## src/include/dbe_pkg.sv

```systemverilog
package dbe_pkg;

   // Register byte offsets
   localparam logic [7:0] MODE_OFS = 8'h00;
   localparam logic [7:0] ATTR_OFS = 8'h04;
   localparam logic [7:0] STATUS_OFS = 8'h08;
   localparam logic [7:0] ERR_ENABLE_OFS = 8'h0c;
   localparam logic [7:0] ERR_CAPTURE_OFS = 8'h10;
   localparam logic [7:0] PORTWRITE_OFS = 8'h14;
   localparam logic [7:0] IRQ_STATUS_OFS = 8'h18;
   localparam logic [7:0] IRQ_MASK_OFS = 8'h1c;
   localparam logic [7:0] DQ_PTR_OFS = 8'h20;
   localparam logic [7:0] DQ_PTR_UPPER_OFS = 8'h24;
   localparam logic [7:0] EQ_PTR_OFS = 8'h28;
   localparam logic [7:0] EQ_PTR_UPPER_OFS = 8'h2c;

   // Mode register fields
   localparam int MODE_RUN_BIT = 0;
   localparam int MODE_SEND_BIT = 1;
   // Attribute register fields
   localparam int ATTR_IE_BIT = 0;
   localparam int ATTR_LIMIT_LSB = 8;
   localparam logic [3:0] ATTR_LIMIT_RST = 4'h3;

   // Doorbell status layout; error-enable and capture share bits 1..3
   localparam int ST_DONE_BIT = 0;
   localparam int ST_ERR_RSP_BIT = 1;
   localparam int ST_TIMEOUT_BIT = 2;
   localparam int ST_RETRY_BIT = 3;
   localparam int ST_BUSY_BIT = 4;
   localparam int CAP_VALID_BIT = 31;
   localparam int ERR_LSB = 1;
   localparam int ERR_MSB = 3;

   // Interrupt status layout
   localparam int IRQ_DONE_BIT = 0;
   localparam int IRQ_ERR_BIT = 1;

   // Response codes from the link partner
   localparam logic [1:0] RSP_DONE = 2'h0;
   localparam logic [1:0] RSP_ERROR = 2'h1;
   localparam logic [1:0] RSP_RETRY = 2'h2;

   // Response timeout
   localparam int CLK_PERIOD_PS = 25000;
   localparam int RSP_TIMEOUT_NS = 10000;
   localparam int RSP_TIMEOUT_CYC = RSP_TIMEOUT_NS * 1000 / CLK_PERIOD_PS;
   localparam int TMO_W = 9;

   typedef enum logic [1:0] {
      DBE_IDLE = 2'h0,
      DBE_SEND = 2'h1,
      DBE_WAIT = 2'h3,
      DBE_HALT = 2'h2
   } dbe_state_t;

   typedef struct packed {
      dbe_state_t st;
      logic [TMO_W-1:0] tmo;
      logic [3:0] retries;
      logic run;
      logic attr_ie;
      logic [3:0] retry_limit;
      logic [2:0] err_en;
      logic cap_valid;
      logic [2:0] cap_bits;
      logic [1:0] irq_mask;
      logic [31:0] dq_ptr;
      logic [31:0] dq_ptr_upper;
      logic [31:0] eq_ptr;
      logic [31:0] eq_ptr_upper;
      logic tx_valid;
      logic pready;
      logic pslverr;
      logic [31:0] prdata;
      logic err_irq;
      logic db_irq;
      logic irq;
   } dbe_regs_t;

endpackage
```

## src/core/dbe_doorbell_ctrl.sv

```systemverilog
// Design decisions made here: the APB slave port and the address map.
`timescale 1ns/1ps
`default_nettype none

module dbe_doorbell_ctrl (
   input wire logic mclk,
   input wire logic reset_n,
   input wire logic psel,
   input wire logic penable,
   input wire logic pwrite,
   input wire logic [7:0] paddr,
   input wire logic [31:0] pwdata,
   output logic pready,
   output logic [31:0] prdata,
   output logic pslverr,
   output logic db_tx_valid,
   input wire logic db_tx_ready,
   input wire logic db_rsp_valid,
   input wire logic [1:0] db_rsp_code,
   output logic db_irq,
   output logic err_irq,
   output logic irq
);

   logic [1:0] rst_sync;
   logic rst_n;
   dbe_pkg::dbe_regs_t r;
   dbe_pkg::dbe_regs_t next_r;

   // Bus decode
   logic acc;
   logic wr;
   // Sticky flag bank connections
   logic [3:0] st_set;
   logic [3:0] st_clr;
   logic [3:0] st_flags;
   logic pw_set;
   logic pw_clr;
   logic pw_flag;
   logic [1:0] irq_set;
   logic [1:0] irq_clr;
   logic [1:0] irq_flags;
   // Engine events and capture clears
   logic ev_done;
   logic ev_err_rsp;
   logic ev_timeout;
   logic ev_retry;
   logic [2:0] ev_err;
   logic [2:0] cap_clr;
   logic busy;

   // Reset release through two flops
   always_ff @(posedge mclk or negedge reset_n) begin
      if (!reset_n) begin
         rst_sync <= 2'h0;
      end else begin
         rst_sync <= {rst_sync[0], 1'b1};
      end
   end
   assign rst_n = rst_sync[1];

   // Bus access qualifiers; a write takes effect when pready is sampled
   assign acc = psel & penable & r.pready;
   assign wr = acc & pwrite;
   // Busy covers the request and the wait for its answer
   assign busy = (r.st == dbe_pkg::DBE_SEND) || (r.st == dbe_pkg::DBE_WAIT);

   // Doorbell engine events, from the link response and the timeout counter
   always_comb begin
      ev_done = 1'b0;
      ev_err_rsp = 1'b0;
      ev_timeout = 1'b0;
      ev_retry = 1'b0;
      // The timeout counter restarts each time a request is taken
      if (r.st == dbe_pkg::DBE_WAIT) begin
         if (db_rsp_valid) begin
            ev_done = 1'b1;
            if (db_rsp_code == dbe_pkg::RSP_ERROR) begin
               ev_err_rsp = 1'b1;
            end else if (db_rsp_code == dbe_pkg::RSP_RETRY) begin
               // Retry beyond the limit ends the doorbell; otherwise it is resent
               ev_retry = (r.retries >= r.retry_limit);
               ev_done = ev_retry;
            end
         end else if (r.tmo == dbe_pkg::TMO_W'(dbe_pkg::RSP_TIMEOUT_CYC - 1)) begin
            ev_timeout = 1'b1;
            ev_done = 1'b1;
         end
      end
      ev_err = {ev_retry, ev_timeout, ev_err_rsp};
   end

   // Sticky flag sources and write-one clears
   always_comb begin
      st_set = {ev_retry, ev_timeout, ev_err_rsp, ev_done};
      st_clr = '0;
      pw_clr = 1'b0;
      irq_clr = '0;
      cap_clr = '0;
      // Written ones clear; written zeros leave a flag alone
      if (wr && paddr == dbe_pkg::STATUS_OFS) begin
         st_clr = pwdata[3:0];
      end
      if (wr && paddr == dbe_pkg::PORTWRITE_OFS) begin
         pw_clr = pwdata[0];
      end
      if (wr && paddr == dbe_pkg::IRQ_STATUS_OFS) begin
         irq_clr = pwdata[1:0];
      end
      if (wr && paddr == dbe_pkg::ERR_CAPTURE_OFS) begin
         cap_clr = pwdata[dbe_pkg::ERR_MSB:dbe_pkg::ERR_LSB];
      end
      // Every timeout also marks a pending port-write, whatever the enables
      pw_set = ev_timeout;
      irq_set = {|ev_err, ev_done};
   end

   // Doorbell status flags: done, error response, timeout, retry limit
   dbe_flag_bank #(.W(4)) u_status (
      .mclk(mclk),
      .rst_n(rst_n),
      .set(st_set),
      .clr(st_clr),
      .flags(st_flags)
   );

   // Port-write pending flag
   dbe_flag_bank #(.W(1)) u_portwrite (
      .mclk(mclk),
      .rst_n(rst_n),
      .set(pw_set),
      .clr(pw_clr),
      .flags(pw_flag)
   );

   // Interrupt status: done and any error, masked into irq
   dbe_flag_bank #(.W(2)) u_irq_status (
      .mclk(mclk),
      .rst_n(rst_n),
      .set(irq_set),
      .clr(irq_clr),
      .flags(irq_flags)
   );

   // Next state of registers, engine and bus answer
   always_comb begin
      logic [2:0] cap_left;
      logic [3:0] st_next;
      logic [1:0] irq_next;
      cap_left = '0;
      // Flag values after this edge, so interrupts follow their flags at once
      st_next = st_set | (st_flags & ~st_clr);
      irq_next = irq_set | (irq_flags & ~irq_clr);
      next_r = r;

      // Bus answer: one wait cycle, then pready for one cycle
      next_r.pready = psel & penable & ~r.pready;
      next_r.pslverr = 1'b0;
      next_r.prdata = '0;
      if (psel && penable && !r.pready) begin
         unique case (paddr)
            dbe_pkg::MODE_OFS: next_r.prdata[dbe_pkg::MODE_RUN_BIT] = r.run;
            dbe_pkg::ATTR_OFS: begin
               next_r.prdata[dbe_pkg::ATTR_IE_BIT] = r.attr_ie;
               next_r.prdata[dbe_pkg::ATTR_LIMIT_LSB +: 4] = r.retry_limit;
            end
            dbe_pkg::STATUS_OFS: begin
               next_r.prdata[3:0] = st_flags;
               next_r.prdata[dbe_pkg::ST_BUSY_BIT] = busy;
            end
            dbe_pkg::ERR_ENABLE_OFS: begin
               next_r.prdata[dbe_pkg::ERR_MSB:dbe_pkg::ERR_LSB] = r.err_en;
            end
            dbe_pkg::ERR_CAPTURE_OFS: begin
               next_r.prdata[dbe_pkg::ERR_MSB:dbe_pkg::ERR_LSB] = r.cap_bits;
               next_r.prdata[dbe_pkg::CAP_VALID_BIT] = r.cap_valid;
            end
            dbe_pkg::PORTWRITE_OFS: next_r.prdata[0] = pw_flag;
            dbe_pkg::IRQ_STATUS_OFS: next_r.prdata[1:0] = irq_flags;
            dbe_pkg::IRQ_MASK_OFS: next_r.prdata[1:0] = r.irq_mask;
            dbe_pkg::DQ_PTR_OFS: next_r.prdata = r.dq_ptr;
            dbe_pkg::DQ_PTR_UPPER_OFS: next_r.prdata = r.dq_ptr_upper;
            dbe_pkg::EQ_PTR_OFS: next_r.prdata = r.eq_ptr;
            dbe_pkg::EQ_PTR_UPPER_OFS: next_r.prdata = r.eq_ptr_upper;
            default: next_r.pslverr = 1'b1;
         endcase
      end

      // Software writes to plain registers
      if (wr) begin
         unique case (paddr)
            dbe_pkg::MODE_OFS: next_r.run = pwdata[dbe_pkg::MODE_RUN_BIT];
            dbe_pkg::ATTR_OFS: begin
               next_r.attr_ie = pwdata[dbe_pkg::ATTR_IE_BIT];
               next_r.retry_limit = pwdata[dbe_pkg::ATTR_LIMIT_LSB +: 4];
            end
            dbe_pkg::ERR_ENABLE_OFS: begin
               next_r.err_en = pwdata[dbe_pkg::ERR_MSB:dbe_pkg::ERR_LSB];
            end
            dbe_pkg::IRQ_MASK_OFS: next_r.irq_mask = pwdata[1:0];
            dbe_pkg::DQ_PTR_OFS: next_r.dq_ptr = pwdata;
            dbe_pkg::DQ_PTR_UPPER_OFS: next_r.dq_ptr_upper = pwdata;
            dbe_pkg::EQ_PTR_OFS: next_r.eq_ptr = pwdata;
            dbe_pkg::EQ_PTR_UPPER_OFS: next_r.eq_ptr_upper = pwdata;
            default: ;
         endcase
      end

      // Capture once: cleared bits by written ones, loaded only when empty
      cap_left = r.cap_bits & ~cap_clr;
      next_r.cap_bits = cap_left;
      next_r.cap_valid = |cap_left;
      // A clear that empties the capture and a new error in one cycle: the new error is kept
      if (|ev_err && !(|cap_left)) begin
         next_r.cap_bits = ev_err;
         next_r.cap_valid = 1'b1;
      end

      // Doorbell engine
      next_r.tx_valid = 1'b0;
      unique case (r.st)
         dbe_pkg::DBE_IDLE: begin
            next_r.retries = '0;
            // A start needs the run and send bits in one write
            if (wr && paddr == dbe_pkg::MODE_OFS && pwdata[dbe_pkg::MODE_RUN_BIT] &&
                pwdata[dbe_pkg::MODE_SEND_BIT]) begin
               next_r.st = dbe_pkg::DBE_SEND;
               next_r.tx_valid = 1'b1;
            end
         end
         dbe_pkg::DBE_SEND: begin
            next_r.tmo = '0;
            // Hold the request until the partner takes it
            next_r.tx_valid = ~db_tx_ready;
            if (db_tx_ready) begin
               next_r.st = dbe_pkg::DBE_WAIT;
            end
         end
         dbe_pkg::DBE_WAIT: begin
            next_r.tmo = r.tmo + 1'b1;
            // An error ends the doorbell and parks the engine
            if (|ev_err) begin
               next_r.st = dbe_pkg::DBE_HALT;
            end else if (ev_done) begin
               next_r.st = dbe_pkg::DBE_IDLE;
            end else if (db_rsp_valid) begin
               // Retry within the limit: resend
               next_r.retries = r.retries + 1'b1;
               next_r.st = dbe_pkg::DBE_SEND;
               next_r.tx_valid = 1'b1;
            end
         end
         dbe_pkg::DBE_HALT: begin
            // Stopped after an error until software clears the run bit
            if (!next_r.run) begin
               next_r.st = dbe_pkg::DBE_IDLE;
            end
         end
         default: next_r.st = dbe_pkg::DBE_IDLE;
      endcase

      // Interrupt outputs from next flag values
      // Enables and masks act in the cycle of their write
      next_r.db_irq = next_r.attr_ie & st_next[dbe_pkg::ST_DONE_BIT];
      next_r.err_irq = |(st_next[dbe_pkg::ERR_MSB:dbe_pkg::ERR_LSB] &
                         next_r.err_en);
      next_r.irq = |(irq_next & next_r.irq_mask);
   end

   // State register
   always_ff @(posedge mclk or negedge rst_n) begin
      if (!rst_n) begin
         r <= '{st: dbe_pkg::DBE_IDLE, retry_limit: dbe_pkg::ATTR_LIMIT_RST, default: '0};
      end else begin
         r <= next_r;
      end
   end

   // Outputs straight from the state register
   assign pready = r.pready;
   assign prdata = r.prdata;
   assign pslverr = r.pslverr;
   assign db_tx_valid = r.tx_valid;
   assign db_irq = r.db_irq;
   assign err_irq = r.err_irq;
   assign irq = r.irq;

endmodule

`default_nettype wire

```

## src/core/dbe_flag_bank.sv

```systemverilog
`timescale 1ns/1ps
`default_nettype none

module dbe_flag_bank #(
   parameter int W = 4
) (
   input wire logic mclk,
   input wire logic rst_n,
   input wire logic [W-1:0] set,
   input wire logic [W-1:0] clr,
   output logic [W-1:0] flags
);

   logic [W-1:0] next_flags;

   // Per bit: a set in the same cycle as a clear wins; a zero written leaves the bit
   for (genvar i = 0; i < W; i++) begin : g_bit
      always_comb begin
         next_flags[i] = set[i] | (flags[i] & ~clr[i]);
      end
   end

   // Flag storage
   always_ff @(posedge mclk or negedge rst_n) begin
      if (!rst_n) begin
         flags <= '0;
      end else begin
         flags <= next_flags;
      end
   end

endmodule

`default_nettype wire

```

## config.mk

```make
export PLATFORM = sky130hd
export DESIGN_NAME = dbe_doorbell_ctrl
export DESIGN_NICKNAME = d
export VERILOG_FILES = /design/src/include/dbe_pkg.sv /design/src/core/dbe_doorbell_ctrl.sv /design/src/core/dbe_flag_bank.sv
export SDC_FILE = /design/constraint.sdc
export NUM_CORES = 1
export LEC_CHECK = 0
export BUFFER_PORTS_ARGS = -buffer_cell sky130_fd_sc_hd__buf_2
export CAP_MARGIN = 20
export CORE_UTILIZATION = 30
export CTS_CLUSTER_SIZE = 20
export DETAILED_ROUTE_END_ITERATION = 8
export SYNTH_ARGS = -nofsm -noshare
export SYNTH_HDL_FRONTEND = slang
export SYNTH_HIERARCHICAL = 1
export SYNTH_SLANG_ARGS = --single-unit
```

## constraint.sdc

```tcl
create_clock -name mclk -period 7.5 [get_ports mclk]
set_input_delay 1.5 -clock mclk [delete_from_list [all_inputs] [get_ports mclk]]
set_output_delay 1.5 -clock mclk [all_outputs]
set_load 0.02 [all_outputs]
```

# Word level (Yosys, flattened, before mapping)
# Cells that the tools add are included.
word_totals:
  in_bits: 49
  output_inout_bits: 38
  ff_bits: 205
classes:
  n_reduce_logical: 29
  n_lt_le_gt_ge: 1
  mux: 56
  eq_ne: 24
  add_sub_neg: 2
  n_bitwise: 38
op_table:
  columns: ["operator", "count"]
  rows:
  - ["130-bit 2-to-1 mux", 1]
  - ["32-bit 2-to-1 mux", 4]
  - ["19-bit case mux with 4 select lines", 1]
  - ["33-bit 2-to-1 mux", 1]
  - ["8-bit by 5-bit equality test with 1-bit output, second input constant", 4]
  - ["8-bit by 6-bit equality test with 1-bit output, second input constant", 4]
  - ["1-bit 2-to-1 mux", 21]
  - ["4-bit 2-to-1 mux", 5]
  - ["4-bit case mux with 5 select lines", 1]
  - ["9-bit case mux with 2 select lines", 1]
  - ["8-bit by 4-bit equality test with 1-bit output, second input constant", 2]
  - ["2-bit 2-to-1 mux", 8]
  - ["2-bit case mux with 7 select lines", 1]
  - ["1-bit AND", 12]
  - ["2-bit inequality test, second input constant", 6]
  - ["3-bit case mux with 4 select lines", 1]
  - ["12-bit OR reduction", 1]
  - ["1-bit logical AND", 10]
  - ["1-bit case mux with 10 select lines", 1]
  - ["1-bit case mux with 5 select lines", 2]
  - ["2-bit AND reduction", 5]
  - ["9-bit by 1-bit adder with 9-bit output, second input constant", 1]
  - ["9-bit equality test, second input constant", 1]
  - ["9-bit 2-to-1 mux", 1]
  - ["other kinds (30)", 55]

# Longest topological paths before layout
depth:
  word_depth: 11
  mapped_depth: 8
  depth_no_buf: 7

# By module
# Netlist, hierarchy kept.
modules_own_cells:
  columns: ["module", "area_per_inst_um2", "cells_each", "instances"]
  rows:
  - ["dbe_doorbell_ctrl", 9038.7, 711, 1]
  - ["dbe_flag_bank at u_status", 145.1, 12, 1]
  - ["dbe_flag_bank at u_irq_status", 72.6, 6, 1]
  - ["dbe_flag_bank at u_portwrite", 36.3, 3, 1]

# Worst setup path before layout
# Ideal clock, no wire load.
synth_timing:
  kind: "input to register"
  start: "input paddr[4]"
  end: "register r (netlist bit err_irq)"
  setup_slack_ns: 4.236
  arrival_ns: 3.138
  path_stages: 6
  setup_time_ns: 0.126
  path_buffers: 1
  t_required_ns: 7.374
  path_cell_list: "buf_2 > or4_4 > nor3_1 > mux2_2 > a21boi_1 > a221o_1"
synth_rtl:
  columns: ["item", "line", "rtl"]
  rows:
  - ["start: declaration", "dbe_doorbell_ctrl.sv:11", "input wire logic [7:0] paddr,"]
  - ["end signal: assignment", "dbe_doorbell_ctrl.sv:275", "r <= next_r;"]
  - ["end: declaration", "dbe_doorbell_ctrl.sv:27", "dbe_pkg::dbe_regs_t r;"]

# Final worst setup path
layout_timing:
  start: "input paddr[5]"
  end: "register r[121] (netlist name)"
layout_via:
  elab_chain_len: 2
layout_rtl:
  columns: ["item", "line", "rtl"]
  rows:
  - ["8-bit by 6-bit equality test with 1-bit output", "dbe_doorbell_ctrl.sv:191", "unique case (paddr)"]
  - ["2-bit AND reduction (no source line)", null, null]
# Every way passes these cells.
# A chain may end at the register's enable or synchronous reset.

==> results.md <==
* Hpwl dp at approximately 14 mm
* Global Route Usage Sum at approximately 14%
* Pin count of the biggest net entering global routing at a little under 80
* Maximum vdd drop at approximately 0.14 mV
* H-tree depth at 1
* Max cap viols at 0
* Core Box Area at ~0.031 sq mm
* Status: finished, final reports clean
* Via count at between 6000 and 7000
* # DRC at 0
* Clock sink total at between 200 and 250
* PortBufs at 86
* Num ports at 87
* Register area at 0.00514 sq mm
* Worst Max-Slew Pin Slew at approximately 0.96 ns
* Critical Path Slowest Stage Cell: nor2_4
* Area of the multi-input gates at around 0.0036 sq mm
* Total die area at 0.0317 sq mm
* Worst-skew pair later-pin latency at between 0.5 and 0.6 ns
* Max clock buf depth at 3
* Cell taking the most area after synthesis: dfrtp_1
* Post-Syn Nets at roughly 790
* Mapped cell area at a little over 0.009 sq mm
* Post-CTS Setup Repair Bufs at 0
* Clock root buffer: clkbuf_16
* First-pass GRT wire length at 34.1 mm
* Die height at 178 um
* CTS buffer count at 23
* Class of the tightest hold or removal check: register to register
* CP Max Fanout at 32
* Commonest cells in the netlist: 203 x dfrtp_1, 117 x mux2_2, 57 x a22oi_1
* Main area contributors after synthesis: dfrtp_1 55%, mux2_2 14%, a22oi_1 4.6%
* Critical path type: input pin to register
* Initial core utilization at between 30% and 40%
* Initial drt markers at 422
* WHS at roughly 0.36 ns
* Crit path arrival time at between 4 and 5 ns
* Setup tns final at 0 ns
* Final-report hold violation count at 0
* Rel. slew slack at 35.7%
* Total Wirelength at 21.5 mm
* Fmax at around 0.24 GHz
* Initial antenna violation count at 5
* Post-synthesis cell count at between 700 and 800
* CTS-repair resized insts at 0
* Sequential area share after synthesis at a little under three fifths
* Clock slew seen by the registers of the worst setup and hold paths at ~0.06 ns
* Req. time, crit path at a little under 8 ns
* Worst path cell trace: buf_2, or4b_1, nor2_4, nand2_2, mux2_1
* CP max stage delay at about 0.75 ns
* Fin crit share at roughly 55%
* Post-layout min period at approximately 4 ns
* Post-synthesis register bit count at just over 200
* Hold Buf Count CTS at 0
* Final setup fails at 0
* Synth Flop Type: dfrtp_1
* ANT nets after route at 0
* Distinct cell type count after synthesis at 72
* Wire length per cell at ~18 um
* Top-count cell post-synth: dfrtp_1
* RSZ-0062 raised after global routing: no
* Num rows at 64
* FFs w/ async S/R, synth at 100%
* Via density at between 5 and 6
* Final core utilization at a little over a third
* Die width at between 150 and 200 um
* Layout area overhead at 14.2%
* Grt ovf at 0
* CTS tree: done
* Final Net Count at 838
* LEAKAGE at between 5 and 6 nW
* Layout fillers at approximately 3000
* Syn avg cell area at approximately 13 sq um
* Clock Skew at 0.00685 ns
* Routability cong. at 0.798
* Synth top area share at a little over half
* Vias in the first global route at ~6100
* CP startpoint kind: input pin
* Pre-antenna DRT Iters at 7
* Slew Limit Fails at 0
* Share of layout cells above drive strength 1 at 35.7%
* Synth warn at 6
* Crit end category: register
* Post-synth EDFFs at 0
* Pwr dens at between 200 and 250 mW/mm^2
## power breakdown
group / leakage [nW] / internal (mW) / switching, mW
combinational: 1.89 / 0.0671 / 0.0980
sequential: 2.81 / 1.14 / 0.0484
clock: 0.382 / 0.676 / 0.465
total: 5.09 / 1.89 / 0.612
## cell families (layout without fill, tap and decap cells)
| group | after synthesis | after routing | share of synthesized area, % |
|---|---|---|---|
| buffers and inverters | 95 | 161 | 5.96 |
| muxes | 138 | 138 | 17.2 |
| AOI/OAI and AO/OA | 160 | 160 | 12.3 |
| xor gates and xnor gates | 5 | 5 | 0.471 |
| DFF | 205 | 205 | 55.2 |
| and+or+nand+nor | 122 | 122 | 7.90 |
| other | 1 | 2 | 0.0404 |
| adders and majority gates | 6 | 6 | 0.808 |
## per-stage QoR
step                power (mW)  instance area (sq um)  setup WS (ns)  cells
CTS                       2.54                  10600           3.31   1194
finish                    2.50                  10600           3.39   1195
floorplan                 1.31                   9290           1.37    732
global placement          1.37                   9840           2.82   1154
global route              2.60                  10600           3.21   1194
detailed placement        1.38                   9840           2.75   1154
## cells in the final DEF, fill, tap and decap left out, drive strengths merged, types with 12 or more instances in the layout
master	count
nand2	27
a22oi	57
inv	26
clkbuf	30
nor3	12
buf	97
dfrtp	203
o21ai	17
a21oi	27
nor2	27
mux2	136
## routing by layer
layer	up-vias	global-route usage, %	share of wire [%]
li1	2749	-	-
met1	3039	18.4	45
met2	153	22.3	47
met3	55	2.98	5.2
met4	8	4.31	2.8
met5	-	0	0.25
## cell type report
type	count	area share (%)
Sequential cell	205	48.4
Multi-Input combinational cell	432	34.0
Clock buffer	30	6.05
Timing Repair Buffer	97	4.83
Tap cell	396	4.67
Clock inverter	10	1.16
Inverter	24	0.849
Antenna cell	1	0.0236
## state kept, by name, summed over array words and instances (netlist names)
name	count
u_status/flags	4
pready	1
u_irq_status/flags	2
err_irq	1
r	158
rst_sync	2
prdata	32
db_tx_valid	1
u_portwrite/flags	1
db_irq	1
irq	1
pslverr	1
## worst max-delay path: cells and delay by family
| family | cells | cell delay [ns] |
|---|---|---|
| simple gates | 3 | 2.19 |
| buf+inv | 1 | 0.23 |
| mux | 1 | 0.55 |
## worst paths after layout
path / slack, ns / start / to / cells after the start
worst max-delay path: 3.39 / paddr[5] / r[121]$_DFFE_PN0P_ / 5
worst min-delay path: 0.36 / rst_sync[0]$_DFF_PN0_ / rst_sync[1]$_DFF_PN0_ / 0
worst max register to register: 4.89 / pready$_DFF_PN0_ / r[156]$_DFFE_PN0P_ / 4
worst min register to register: 0.36 / rst_sync[0]$_DFF_PN0_ / rst_sync[1]$_DFF_PN0_ / 0
max in group asynchronous: 5.54 / rst_sync[1]$_DFF_PN0_ / r[58]$_DFFE_PN0P_ / 1
min in group asynchronous: 0.45 / rst_sync[1]$_DFF_PN0_ / r[192]$_DFFE_PN0P_ / 0
No activity file was read; power rests on OpenSTA's default activity.
